## src/rtl/flsc_pkg.sv

```systemverilog
package flsc_pkg;

  // register map, byte addresses on the parallel register port
  localparam logic [7:0] ADDR_CTRL  = 8'h00;
  localparam logic [7:0] ADDR_BRT1  = 8'h01;
  localparam logic [7:0] ADDR_BRT2  = 8'h02;
  localparam logic [7:0] ADDR_BRT3  = 8'h03;
  localparam logic [7:0] ADDR_BRT4  = 8'h04;
  localparam logic [7:0] ADDR_AUDIO = 8'h05;
  localparam logic [7:0] ADDR_STAT  = 8'h06;

  localparam int NUM_SINKS = 4;
  localparam int CODE_W    = 8;

  // control register fields
  localparam int CTRL_SINK_LSB = 0;
  localparam int CTRL_TORCH    = 4;
  localparam int CTRL_ARM      = 5;
  localparam int CTRL_TRIG     = 6;
  localparam int CTRL_SAFE     = 7;

  localparam int AUDIO_EN_BIT  = 0;

  localparam int STAT_TORCH    = 0;
  localparam int STAT_FLASH    = 1;
  localparam int STAT_TIMEOUT  = 2;

  localparam logic [7:0] CTRL_RST  = 8'h00;
  localparam logic [7:0] BRT_RST   = 8'h00;
  localparam logic [7:0] AUDIO_RST = 8'h00;
  localparam logic [7:0] RD_ZERO   = 8'h00;

  // safety limits
  localparam int unsigned CLK_KHZ       = 100000;
  localparam int unsigned SAFE_LONG_MS  = 2000;
  localparam int unsigned SAFE_SHORT_MS = 1000;
  localparam int unsigned SAFE_LONG_CYC  = SAFE_LONG_MS * CLK_KHZ;
  localparam int unsigned SAFE_SHORT_CYC = SAFE_SHORT_MS * CLK_KHZ;
  localparam int SAFE_CNT_W = 28;

  typedef enum logic {
    FLSC_FL_OFF,
    FLSC_FL_ON
  } flsc_flash_st_t;

endpackage

```

## src/rtl/flsc_flash_if.sv

```systemverilog
`timescale 1ns/100ps
interface flsc_flash_if;
  logic arm;
  logic torch;
  logic trig;
  logic safe_short;
  logic torch_on;
  logic flash_on;
  logic timed_out;

  modport ctl (input arm, input torch, input trig, input safe_short,
               output torch_on, output flash_on, output timed_out);
  modport top (output arm, output torch, output trig, output safe_short,
               input torch_on, input flash_on, input timed_out);
endinterface

```

## src/rtl/flsc_flash_ctl.sv

```systemverilog
`timescale 1ns/100ps
module flsc_flash_ctl #(
  parameter int unsigned LONG_CYC  = flsc_pkg::SAFE_LONG_CYC,
  parameter int unsigned SHORT_CYC = flsc_pkg::SAFE_SHORT_CYC
) (
  input  wire logic       clk,   // system clock
  input  wire logic       rst_n, // async reset, active low
  flsc_flash_if.ctl       fl     // flash control group
);

  localparam logic [flsc_pkg::SAFE_CNT_W-1:0] LIM_LONG  =
    flsc_pkg::SAFE_CNT_W'(LONG_CYC - 1);
  localparam logic [flsc_pkg::SAFE_CNT_W-1:0] LIM_SHORT =
    flsc_pkg::SAFE_CNT_W'(SHORT_CYC - 1);
  localparam logic [flsc_pkg::SAFE_CNT_W-1:0] CNT_ONE   =
    flsc_pkg::SAFE_CNT_W'(1);

  flsc_pkg::flsc_flash_st_t              st_q, st_d;
  logic [flsc_pkg::SAFE_CNT_W-1:0]       cnt_q, cnt_d;
  logic [flsc_pkg::SAFE_CNT_W-1:0]       lim;
  logic                                  trig_q;
  logic                                  to_q, to_d;
  logic                                  torch_q, torch_d;
  logic                                  rise;

  //////////////////////////////////////////////////////////////////////////
  always_comb begin
    // low picks the long limit
    lim     = fl.safe_short ? LIM_SHORT : LIM_LONG;
    rise    = fl.trig & ~trig_q;
    st_d    = st_q;
    cnt_d   = cnt_q;
    to_d    = to_q;
    // torch only while arm is clear
    torch_d = fl.torch & ~fl.arm;
    if (!fl.arm) begin
      // disarm clears counter
      st_d  = flsc_pkg::FLSC_FL_OFF;
      cnt_d = '0;
      to_d  = 1'b0;
    end else begin
      unique case (st_q)
        flsc_pkg::FLSC_FL_OFF: begin
          // rising edge engages
          if (rise) begin
            st_d  = flsc_pkg::FLSC_FL_ON;
            cnt_d = '0;
            to_d  = 1'b0;
          end
        end
        flsc_pkg::FLSC_FL_ON: begin
          if (!fl.trig) begin
            // falling edge disengages
            st_d  = flsc_pkg::FLSC_FL_OFF;
            cnt_d = '0;
          end else if (cnt_q >= lim) begin
            // cutoff, also if limit shortened mid-flash
            st_d  = flsc_pkg::FLSC_FL_OFF;
            cnt_d = '0;
            to_d  = 1'b1;
          end else begin
            cnt_d = cnt_q + CNT_ONE;
          end
        end
      endcase
      // timeout held until trigger drops
      if (!fl.trig) begin
        to_d = 1'b0;
      end
    end
  end

  always_ff @(posedge clk or negedge rst_n) begin
    if (!rst_n) begin
      st_q    <= flsc_pkg::FLSC_FL_OFF;
      cnt_q   <= '0;
      trig_q  <= 1'b0;
      to_q    <= 1'b0;
      torch_q <= 1'b0;
    end else begin
      st_q    <= st_d;
      cnt_q   <= cnt_d;
      trig_q  <= fl.trig;
      to_q    <= to_d;
      torch_q <= torch_d;
    end
  end

  // torch selects low current, flash high
  assign fl.torch_on  = torch_q;
  assign fl.flash_on  = (st_q == flsc_pkg::FLSC_FL_ON);
  assign fl.timed_out = to_q;

endmodule

```

## src/rtl/flsc_sinks.sv

```systemverilog
`timescale 1ns/100ps
module flsc_sinks (
  input  wire logic                                     clk,         // system clock
  input  wire logic                                     rst_n,       // async reset
  input  wire logic [flsc_pkg::NUM_SINKS-1:0]           sink_on,     // direct on/off
  input  wire logic [flsc_pkg::NUM_SINKS-1:0][7:0]      code,        // brightness codes
  input  wire logic                                     audio_en,    // audio drives sink 1
  input  wire logic [7:0]                               audio_level, // audio level
  output logic      [flsc_pkg::NUM_SINKS-1:0][7:0]      level        // dac codes
);

  logic [flsc_pkg::NUM_SINKS-1:0][7:0] level_d;

  // an off sink stays dark
  function automatic logic [7:0] gate(input logic on, input logic [7:0] c);
    return on ? c : 8'h00;
  endfunction

  //////////////////////////////////////////////////////////////////////////
  always_comb begin
    for (int i = 0; i < flsc_pkg::NUM_SINKS; i++) begin
      // code passes straight to linear dac
      level_d[i] = gate(sink_on[i], code[i]);
    end
    // first sink may follow audio
    if (audio_en) begin
      level_d[0] = gate(sink_on[0], audio_level);
    end
  end

  // four independent sink levels
  always_ff @(posedge clk or negedge rst_n) begin
    if (!rst_n) begin
      level <= '0;
    end else begin
      level <= level_d;
    end
  end

endmodule

```

## src/rtl/flsc_top.sv

```systemverilog
// Functional notes
// safety counter cuts a stuck flash
// selection bit low two seconds, high one
// arm clear: off, or torch if enabled
// trigger rise engages, fall disengages flash
// trigger from register bit or pin
// torch low current, flash high current
// host writes arm and trigger together
// host clears trigger after a timeout
// four independent constant current sinks
// control register holds four on bits
// off sink stays dark whatever code
// eight-bit code maps linearly to current
// first sink may follow audio level
// audio mode ignores first brightness writes
// timeout holds until trigger falls, rises; code clears it on the fall
`timescale 1ns/100ps
module flsc_top #(
  parameter int unsigned SAFE_LONG_CYC  = flsc_pkg::SAFE_LONG_CYC,  // 2.0 s in cycles
  parameter int unsigned SAFE_SHORT_CYC = flsc_pkg::SAFE_SHORT_CYC  // 1.0 s in cycles
) (
  input  wire logic                                clk,            // 100 MHz clock
  input  wire logic                                rst_n,          // async reset
  input  wire logic [7:0]                          reg_addr,       // register address
  input  wire logic [7:0]                          reg_wdata,      // write data
  input  wire logic                                reg_wr,         // write strobe
  output logic      [7:0]                          reg_rdata,      // read data, 1 cycle
  input  wire logic                                flash_sync_pin, // external trigger
  input  wire logic [7:0]                          audio_level,    // audio sync level
  output logic                                     torch_on,       // low current sink
  output logic                                     flash_on,       // high current sink
  output logic      [flsc_pkg::NUM_SINKS-1:0][7:0] sink_level      // sink dac codes
);

  logic [7:0]                            ctrl_q, ctrl_d;
  logic [flsc_pkg::NUM_SINKS-1:0][7:0]   brt_q, brt_d;
  logic [7:0]                            audio_q, audio_d;
  logic [7:0]                            rdata_d;
  logic [7:0]                            stat;
  logic                                  pin_s1_q, pin_s2_q;
  logic                                  audio_en;

  flsc_flash_if fl ();

  //////////////////////////////////////////////////////////////////////////
  // pin synchroniser
  always_ff @(posedge clk or negedge rst_n) begin
    if (!rst_n) begin
      pin_s1_q <= 1'b0;
      pin_s2_q <= 1'b0;
    end else begin
      pin_s1_q <= flash_sync_pin;
      pin_s2_q <= pin_s1_q;
    end
  end

  //////////////////////////////////////////////////////////////////////////
  assign audio_en = audio_q[flsc_pkg::AUDIO_EN_BIT];

  always_comb begin
    stat                         = 8'h00;
    stat[flsc_pkg::STAT_TORCH]   = fl.torch_on;
    stat[flsc_pkg::STAT_FLASH]   = fl.flash_on;
    stat[flsc_pkg::STAT_TIMEOUT] = fl.timed_out;
  end

  always_comb begin
    ctrl_d  = ctrl_q;
    brt_d   = brt_q;
    audio_d = audio_q;
    if (reg_wr) begin
      unique case (reg_addr)
        // on bits in control register
        flsc_pkg::ADDR_CTRL:  ctrl_d = reg_wdata;
        // first brightness locked in audio mode
        flsc_pkg::ADDR_BRT1:  brt_d[0] = audio_en ? brt_q[0] : reg_wdata;
        flsc_pkg::ADDR_BRT2:  brt_d[1] = reg_wdata;
        flsc_pkg::ADDR_BRT3:  brt_d[2] = reg_wdata;
        flsc_pkg::ADDR_BRT4:  brt_d[3] = reg_wdata;
        flsc_pkg::ADDR_AUDIO: audio_d = reg_wdata;
        default: ;
      endcase
    end
    unique case (reg_addr)
      flsc_pkg::ADDR_CTRL:  rdata_d = ctrl_q;
      flsc_pkg::ADDR_BRT1:  rdata_d = brt_q[0];
      flsc_pkg::ADDR_BRT2:  rdata_d = brt_q[1];
      flsc_pkg::ADDR_BRT3:  rdata_d = brt_q[2];
      flsc_pkg::ADDR_BRT4:  rdata_d = brt_q[3];
      flsc_pkg::ADDR_AUDIO: rdata_d = audio_q;
      flsc_pkg::ADDR_STAT:  rdata_d = stat;
      default:              rdata_d = flsc_pkg::RD_ZERO;
    endcase
  end

  always_ff @(posedge clk or negedge rst_n) begin
    if (!rst_n) begin
      ctrl_q    <= flsc_pkg::CTRL_RST;
      brt_q     <= {flsc_pkg::NUM_SINKS{flsc_pkg::BRT_RST}};
      audio_q   <= flsc_pkg::AUDIO_RST;
      reg_rdata <= flsc_pkg::RD_ZERO;
    end else begin
      ctrl_q    <= ctrl_d;
      brt_q     <= brt_d;
      audio_q   <= audio_d;
      reg_rdata <= rdata_d;
    end
  end

  //////////////////////////////////////////////////////////////////////////
  assign fl.arm        = ctrl_q[flsc_pkg::CTRL_ARM];
  assign fl.torch      = ctrl_q[flsc_pkg::CTRL_TORCH];
  assign fl.safe_short = ctrl_q[flsc_pkg::CTRL_SAFE];
  // software bit or hardware pin
  assign fl.trig       = ctrl_q[flsc_pkg::CTRL_TRIG] | pin_s2_q;

  flsc_flash_ctl #(
    .LONG_CYC  (SAFE_LONG_CYC),
    .SHORT_CYC (SAFE_SHORT_CYC)
  ) u_flash (
    .clk   (clk),
    .rst_n (rst_n),
    .fl    (fl)
  );

  assign torch_on = fl.torch_on;
  assign flash_on = fl.flash_on;

  flsc_sinks u_sinks (
    .clk         (clk),
    .rst_n       (rst_n),
    .sink_on     (ctrl_q[flsc_pkg::CTRL_SINK_LSB +: flsc_pkg::NUM_SINKS]),
    .code        (brt_q),
    .audio_en    (audio_en),
    .audio_level (audio_level),
    .level       (sink_level)
  );

endmodule

```

## config.mk

```make
export PLATFORM = sky130hd
export DESIGN_NAME = flsc_top
export DESIGN_NICKNAME = d
export VERILOG_FILES = /design/src/rtl/flsc_pkg.sv /design/src/rtl/flsc_flash_if.sv /design/src/rtl/flsc_flash_ctl.sv /design/src/rtl/flsc_sinks.sv /design/src/rtl/flsc_top.sv
export SDC_FILE = /design/constraint.sdc
export NUM_CORES = 1
export LEC_CHECK = 0
export BUFFER_PORTS_ARGS = -buffer_cell sky130_fd_sc_hd__buf_2
export CAP_MARGIN = 20
export CORE_MARGIN = 5
export CORE_UTILIZATION = 50
export DETAILED_ROUTE_END_ITERATION = 7
export GPL_TIMING_DRIVEN = 0
export PLACE_DENSITY = 0.74
export SLEW_MARGIN = 20
export SYNTH_ARGS = -nofsm -noshare
export SYNTH_HDL_FRONTEND = slang
export SYNTH_SLANG_ARGS = --single-unit
```

## constraint.sdc

```tcl
create_clock -name clk -period 2.5 [get_ports clk]
set_input_delay 0.25 -clock clk [delete_from_list [all_inputs] [get_ports clk]]
set_output_delay 0.25 -clock clk [all_outputs]
set_load 0.01 [all_outputs]
```

* Yosys cells after proc, flatten, opt, wreduce, memory -nomap -nowiden
Index checks and enable logic that the tools add are counted.
** Cells by class
- $add $sub $neg :: 1
- Order comparisons :: 1
- Equal/unequal tests :: 9
- Muxes and demuxes :: 23
- Bitwise logic cells :: 7
- Reductions and logical operators :: 8
** Operators with widths (number)
- 28-bit 2-to-1 mux :: 5
- 28-bit one-hot mux with 2 select lines :: 1
- 8-bit one-hot mux with 7 select lines :: 1
- 8-bit 2-to-1 mux :: 6
- 28-bit by 1-bit adder with 28-bit output, second input constant :: 1
- 28-bit greater-or-equal comparator :: 1
- 8-bit by 3-bit equality test with 1-bit output, second input constant :: 3
- 8-bit by 2-bit equality test with 1-bit output, second input constant :: 2
- 2-bit AND reduction :: 6
- 8-bit by 1-bit equality test with 1-bit output, second input constant :: 1
- 8-bit zero test :: 1
- 1-bit 2-to-1 mux :: 8
- 4-bit inequality test, second input constant :: 2
- 1-bit inverter :: 4
- 1-bit one-hot mux with 2 select lines :: 2
- 3-bit by 2-bit inequality test with 1-bit output, second input constant :: 1
- 3-bit AND reduction :: 1
- 1-bit AND :: 2
- 1-bit OR :: 1
** Word-level totals
- Bits in registers :: 122
- Input port bits :: 28
- Output and inout bits :: 42
- Word-level logic and storage cells :: 67

* Depth between registers and ports, before layout
- Depth in word-level cells :: 6
- Gate-level depth with buffers :: 8
- Mapped depth without buffers :: 7

* Hierarchy
A second synthesis with hierarchy kept.
** Second synthesis, totals
- Cells, all modules :: 427
- Area, all modules :: 5527.8 sq um
** By module, submodules not included
- flsc_top :: instances 1, cells each 166, area each 2596.2 sq um, sequential area each 1451.4 sq um
- flsc_flash_ctl :: instances 1, cells each 188, area each 1839.3 sq um, sequential area each 800.8 sq um
- flsc_sinks :: instances 1, cells each 73, area each 1092.3 sq um, sequential area each 800.8 sq um

* Worst setup path after synthesis
Ideal clock, no wire load.
- Kind :: reg-to-reg
- Start point :: register ctrl_q[7]
- End point :: register u_flash.cnt_q[10] in the netlist's numbering
- Library setup time :: 0.132 ns
- Data arrival time :: 2.173 ns
- Data required time :: 2.368 ns
- Setup slack :: 0.195 ns
- Stages on the path, launching flop included :: 9
- Buffers on the path :: 1
- Clock period less this slack :: 2.305 ns
- Path through :: dfrtp_1 inv_1 ha_1 nand4_1 nor4b_1 o211ai_1 a31oi_1 clkbuf_1 nor2_1
** Between the ends
- Longest elaborated chain between the ends :: 6
** RTL lines
- from (decl) :: RTL line flsc_top.sv:35 : logic [7:0] ctrl_q, ctrl_d;
- from (signal assigned) :: RTL line flsc_top.sv:98 : ctrl_q <= flsc_pkg::CTRL_RST;
- from (signal assigned) :: RTL line flsc_top.sv:103 : ctrl_q <= ctrl_d;
- 28-bit 2-to-1 mux :: RTL line flsc_flash_ctl.sv:29 : lim = fl.safe_short ? LIM_SHORT : LIM_LONG;
- 28-bit greater-or-equal comparator :: RTL line flsc_flash_ctl.sv:56 : end else if (cnt_q >= lim) begin
- 28-bit 2-to-1 mux :: RTL line flsc_flash_ctl.sv:56
- 28-bit 2-to-1 mux :: RTL line flsc_flash_ctl.sv:52 : if (!fl.trig) begin
- 28-bit one-hot mux with 2 select lines :: RTL line flsc_flash_ctl.sv:42 : unique case (st_q)
- 28-bit 2-to-1 mux :: RTL line flsc_flash_ctl.sv:36 : if (!fl.arm) begin
- to (signal assigned) :: RTL line flsc_flash_ctl.sv:82 : cnt_q <= cnt_d;
- to (decl) :: RTL line flsc_flash_ctl.sv:19 : logic [flsc_pkg::SAFE_CNT_W-1:0] cnt_q, cnt_d;
Every way passes these cells.
A chain may end at the register's enable or synchronous reset.

* Final worst setup path
- Start point :: register ctrl_q[7]
- End point :: register u_flash.cnt_q[2] in the netlist's numbering
The elaborated chain is that of the path after synthesis.

==> impl_metrics.prom <==
# TYPE chip_impl_metric gauge
chip_impl_info{name="run_status",value="finished, final reports clean"} 1
chip_impl_metric{name="global_route.usage.met2",unit="%"} 33.7
chip_impl_info{name="critical_path.endpoint_type",value="register"} 1
chip_impl_info{name="grt_setup_unrepaired",value="false"} 1
chip_impl_metric{name="hold_path_depth",unit=""} 3
chip_impl_metric{name="swShare",unit="%"} 22.0
chip_impl_metric{name="power.leakage",unit="nW"} 3.16
chip_impl_metric{name="p_int",unit="mW"} 3.67
chip_impl_metric{name="clock_transition_time_at_the_flip_flop_clock_pins_of_the_worst_setup_and_hold_paths",unit="ps"} 60
chip_impl_metric{name="insertedDiodeCount",unit=""} 0
chip_impl_metric{name="floorplan.rows",unit=""} 38
chip_impl_metric{name="postLayoutCellArea",unit="sq um"} 6660
chip_impl_info{name="hold_path_startpoint",value="audio_level[1]"} 1
chip_impl_metric{name="async_flop_share",unit="%"} 100
chip_impl_metric{name="synthToLayoutAreaGrowth",unit="%"} 22.9
chip_impl_metric{name="slew-limit-headroom",unit="%"} 26.7
chip_impl_metric{name="via_count",unit=""} 3930
chip_impl_metric{name="register_area",unit="sq um"} 3050
chip_impl_metric{name="power.share.sequential",unit="%"} 43.7
chip_impl_metric{name="dieWidth",unit="um"} 114
chip_impl_metric{name="clock_path_buffers",unit=""} 2
chip_impl_metric{name="timing_worst_slew_pin_value",unit="ps"} 1090
chip_impl_metric{name="fp.dieArea",unit="sq um"} 13000
chip_impl_metric{name="finalCriticalPeriod",unit="ps"} 2310
chip_impl_info{name="yosys-top-cells-count",value="122 x sky130_fd_sc_hd__dfrtp_1, 48 x sky130_fd_sc_hd__mux2_2, 27 x sky130_fd_sc_hd__nand2_1, 26 x sky130_fd_sc_hd__and2_1, 22 x sky130_fd_sc_hd__nor2_1"} 1
chip_impl_metric{name="fillers",unit=""} 848
chip_impl_metric{name="achievable-frequency",unit="MHz"} 433
chip_impl_info{name="synth_area_leader_cell",value="sky130_fd_sc_hd__dfrtp_1"} 1
chip_impl_info{name="synth_ff_type",value="sky130_fd_sc_hd__dfrtp_1"} 1
chip_impl_metric{name="place_hpwl",unit="mm"} 8.43
chip_impl_metric{name="ir_drop",unit="mV"} 0.455
chip_impl_metric{name="placed_area",unit="sq um"} 5960
chip_impl_metric{name="slew_violations",unit=""} 0
chip_impl_info{name="cts_tree",value="yes"} 1
chip_impl_info{name="cts_root_buffer",value="sky130_fd_sc_hd__clkbuf_8"} 1
chip_impl_metric{name="initial_core_util",unit="%"} 50.4
chip_impl_metric{name="drt_iter0_markers",unit=""} 246
chip_impl_metric{name="clk-insertion-delay-late",unit="ps"} 510
chip_impl_metric{name="dr.pass1.iters",unit=""} 5
chip_impl_metric{name="timing.final.hold_violations",unit=""} 0
chip_impl_metric{name="postSynthAreaPerCell",unit="sq um"} 11.9
chip_impl_metric{name="skew",unit="ps"} 9.05
chip_impl_metric{name="arrival_worst_endpoint",unit="ps"} 2690
chip_impl_metric{name="aggregate_global_routing_overflow",unit=""} 0
chip_impl_metric{name="powerDensity",unit="nW/um^2"} 707
chip_impl_metric{name="setup_viol_count_final",unit=""} 0
chip_impl_metric{name="drtAntennaViolNets",unit=""} 0
chip_impl_info{name="reg2reg_from",value="ctrl_q[7]"} 1
chip_impl_metric{name="route.detailed.drc",unit=""} 0
chip_impl_metric{name="synthesis.nets",unit=""} 492
chip_impl_info{name="worstSetupStartpointType",value="register"} 1
chip_impl_metric{name="groute.layer.met3.usage",unit="%"} 4.44
chip_impl_metric{name="fin_nets",unit=""} 584
chip_impl_info{name="timing.hold.worst_endpoint",value="u_sinks.level[1]"} 1
chip_impl_metric{name="synth_enable_flop_cells",unit=""} 0
chip_impl_metric{name="reg2reg_slack",unit="ps"} 190
chip_impl_metric{name="synth_largest_type_area_fraction",unit="%"} 56.3
chip_impl_metric{name="cp.required",unit="ps"} 2880
chip_impl_metric{name="synth.lib_cells_used.distinct",unit=""} 47
chip_impl_metric{name="global_route_wire_length_before_repair",unit="mm"} 20.3
chip_impl_metric{name="fin_hold_ws",unit="ps"} 19.6
chip_impl_info{name="holdCritPathClass",value="in2reg"} 1
chip_impl_metric{name="post_route_cells_drive_above_1_share",unit="%"} 31.5
chip_impl_metric{name="switchingPower",unit="mW"} 1.03
chip_impl_metric{name="maxCapViolCount",unit=""} 0
chip_impl_metric{name="path_max_fanout",unit=""} 10
chip_impl_metric{name="pwr-share-comb",unit="%"} 4.0
chip_impl_metric{name="routability_cong",unit=""} 0.840
chip_impl_metric{name="yosysSeqAreaShare",unit="%"} 56.3
chip_impl_info{name="grt.busiest_layer",value="met2"} 1
chip_impl_metric{name="detail_route.wl_per_cell",unit="um"} 17.7
chip_impl_info{name="path_class",value="reg2reg"} 1
chip_impl_metric{name="antenna_found_initial",unit=""} 0
chip_impl_info{name="endpoint_of_the_most_critical_register_to_register_path",value="u_flash.cnt_q[2]"} 1
chip_impl_metric{name="grt_start_max_net_pins",unit=""} 66
chip_impl_metric{name="grt_use_total",unit="%"} 20.0
chip_impl_metric{name="ios",unit=""} 70
chip_impl_metric{name="port_buffers",unit=""} 67
chip_impl_metric{name="die-height",unit="um"} 114
chip_impl_metric{name="timing.final.crit_share",unit="%"} 92.3
chip_impl_info{name="slowest_stage",value="sky130_fd_sc_hd__dfrtp_2"} 1
chip_impl_metric{name="ys_ff_latch",unit=""} 122
chip_impl_metric{name="synthesis.area",unit="sq um"} 5420
chip_impl_metric{name="cts_made_buffers",unit=""} 17
chip_impl_info{name="crit_path_cell_trace",value="inv_1 -> ha_1 -> nand4_1 -> nor4b_1 -> o211ai_1 -> clkbuf_2 -> a41oi_1 -> o22ai_1"} 1
chip_impl_metric{name="totalWireLength",unit="mm"} 12.3
chip_impl_metric{name="clkPwrFrac",unit="%"} 52.3
chip_impl_metric{name="yosys_warnings",unit=""} 0
chip_impl_metric{name="synthesis.instances",unit=""} 454
chip_impl_metric{name="grt.met1_usage",unit="%"} 24.8
chip_impl_metric{name="cts_max_level",unit=""} 4
chip_impl_metric{name="slowest_delay",unit="ps"} 450
chip_impl_metric{name="drt-vias-per-instance",unit=""} 5.62
chip_impl_metric{name="worst-r2r-cell-count",unit=""} 8
chip_impl_metric{name="vias_in_the_first_global_route",unit=""} 4023
chip_impl_metric{name="multiInputGateArea",unit="sq um"} 2310
chip_impl_info{name="ys_top_cells_by_area",value="sky130_fd_sc_hd__dfrtp_1 56%, sky130_fd_sc_hd__mux2_2 10%, sky130_fd_sc_hd__and2_1 3.0%, sky130_fd_sc_hd__a22oi_1 2.8%, sky130_fd_sc_hd__ha_1 2.3%"} 1
chip_impl_info{name="yosys.cell_count.top_type",value="sky130_fd_sc_hd__dfrtp_1"} 1
chip_impl_metric{name="core_area",unit="sq um"} 10700
chip_impl_metric{name="cts.sink_count",unit=""} 122
## kinds of logic after synthesis
kind of cell               synth area share, %
and+or+nand+nor                           18.3
DFF                                       56.3
muxes                                     11.8
AOI/OAI and AO/OA                         7.41
buffers and inverters                     1.73
xor gates and xnor gates                  2.10
adders and majority gates                 2.31
## layout make-up
type | instances | area share, %
plain buffers | 13 | 0.883
clock buffers | 19 | 6.63
clock inverters | 13 | 2.52
inverters | 11 | 0.620
multi-input cells | 308 | 34.6
flip-flops and latches | 122 | 45.9
well taps | 140 | 2.63
repair buffers | 73 | 6.22
## per-layer routing
layer	part of all wire [%]	routed length [um]
met5	0	0
met2	51	6250
met4	2.7	333
met1	41	5050
met3	5.7	709
## per-stage QoR
stage | total power [mW] | TNS (ps) | instances | utilization [%] | worst slack (ps)
6_report | 4.71 | 0 | 699 | 62.0 | 193
3_3_place_gp | 2.26 | -30990 | 661 | 55.2 | -375
5_1_grt | 4.88 | 0 | 699 | 62.0 | 2.17
2_1_floorplan | 2.16 | 0 | 454 | - | 195
4_1_cts | 4.75 | 0 | 699 | 61.8 | 55.5
3_5_place_dp | 2.27 | -6560 | 662 | 55.5 | -479
## worst max path at each step
stage	cells past startpoint	to	slack [ps]	startpoint
after floorplan	8	u_flash.cnt_q[10]	190	ctrl_q[7]
after global placement	8	u_flash.cnt_q[12]	-370	ctrl_q[7]
after detailed placement	8	u_flash.cnt_q[24]	-480	ctrl_q[7]
after CTS	8	u_flash.cnt_q[2]	60	ctrl_q[7]
after global routing	8	u_flash.cnt_q[4]	2	ctrl_q[7]
final	8	u_flash.cnt_q[2]	190	ctrl_q[7]
## registers in the layout, summed over array words and instances, names as in the netlist
register	count
u_flash.trig_q	1
u_flash.cnt_q	28
u_flash.fl.flash_on	1
u_flash.fl.timed_out	1
ctrl_q	8
audio_q	8
pin_s2_q	1
brt_q	32
pin_s1_q	1
reg_rdata	8
u_flash.fl.torch_on	1
u_sinks.level	32
## placed cells by master (no fill, tap or decap), types with 4 or more instances in the layout
| master | instances |
|---|---|
| sky130_fd_sc_hd__o21ai_0 | 8 |
| sky130_fd_sc_hd__dfrtp_1 | 121 |
| sky130_fd_sc_hd__and3_1 | 6 |
| sky130_fd_sc_hd__nand2_1 | 27 |
| sky130_fd_sc_hd__mux2i_1 | 10 |
| sky130_fd_sc_hd__or3_1 | 4 |
| sky130_fd_sc_hd__nand3_1 | 20 |
| sky130_fd_sc_hd__o22ai_1 | 4 |
| sky130_fd_sc_hd__and2_1 | 26 |
| sky130_fd_sc_hd__o211ai_1 | 6 |
| sky130_fd_sc_hd__clkbuf_16 | 16 |
| sky130_fd_sc_hd__mux2_2 | 48 |
| sky130_fd_sc_hd__a21oi_1 | 5 |
| sky130_fd_sc_hd__clkinv_4 | 4 |
| sky130_fd_sc_hd__clkbuf_2 | 5 |
| sky130_fd_sc_hd__xor2_1 | 9 |
| sky130_fd_sc_hd__inv_1 | 11 |
| sky130_fd_sc_hd__xnor2_1 | 4 |
| sky130_fd_sc_hd__nor2b_1 | 12 |
| sky130_fd_sc_hd__nor3_1 | 7 |
| sky130_fd_sc_hd__nand2b_1 | 4 |
| sky130_fd_sc_hd__and4_1 | 4 |
| sky130_fd_sc_hd__nor4_1 | 4 |
| sky130_fd_sc_hd__ha_1 | 10 |
| sky130_fd_sc_hd__a22oi_1 | 20 |
| sky130_fd_sc_hd__nor2_1 | 22 |
| sky130_fd_sc_hd__nand4_1 | 18 |
| sky130_fd_sc_hd__clkbuf_1 | 5 |
| sky130_fd_sc_hd__buf_2 | 66 |
## critical path: cells and delay by family (launching register included)
family | cells | cell delay, ps
compound gates | 3 | 590
fa+ha+maj | 1 | 310
simple gates | 2 | 440
buf+inv | 2 | 380
flops | 1 | 450
## power by group through the flow
| stage | sequential [mW] | clock (mW) | combinational, mW |
|---|---|---|---|
| 3_3_place_gp | 2.09 | 0 | 0.167 |
| 4_1_cts | 2.06 | 2.50 | 0.190 |
| 6_report | 2.06 | 2.47 | 0.186 |
| 5_1_grt | 2.06 | 2.61 | 0.209 |
| 3_5_place_dp | 2.09 | 0 | 0.182 |
| 2_1_floorplan | 2.08 | 0 | 0.0802 |
## what timing repair did
action | in CTS | in global routing
gates cloned | 0 | 0
setup buffers | 2 | 0
gates resized for setup | 7 | 5
endpoints found under the setup margin | 20 | 25
pin swaps | 1 | 0
hold endpoints to repair | 66 | 0
hold buffers | 3 | 0
No activity file was read; power rests on OpenSTA's default activity.
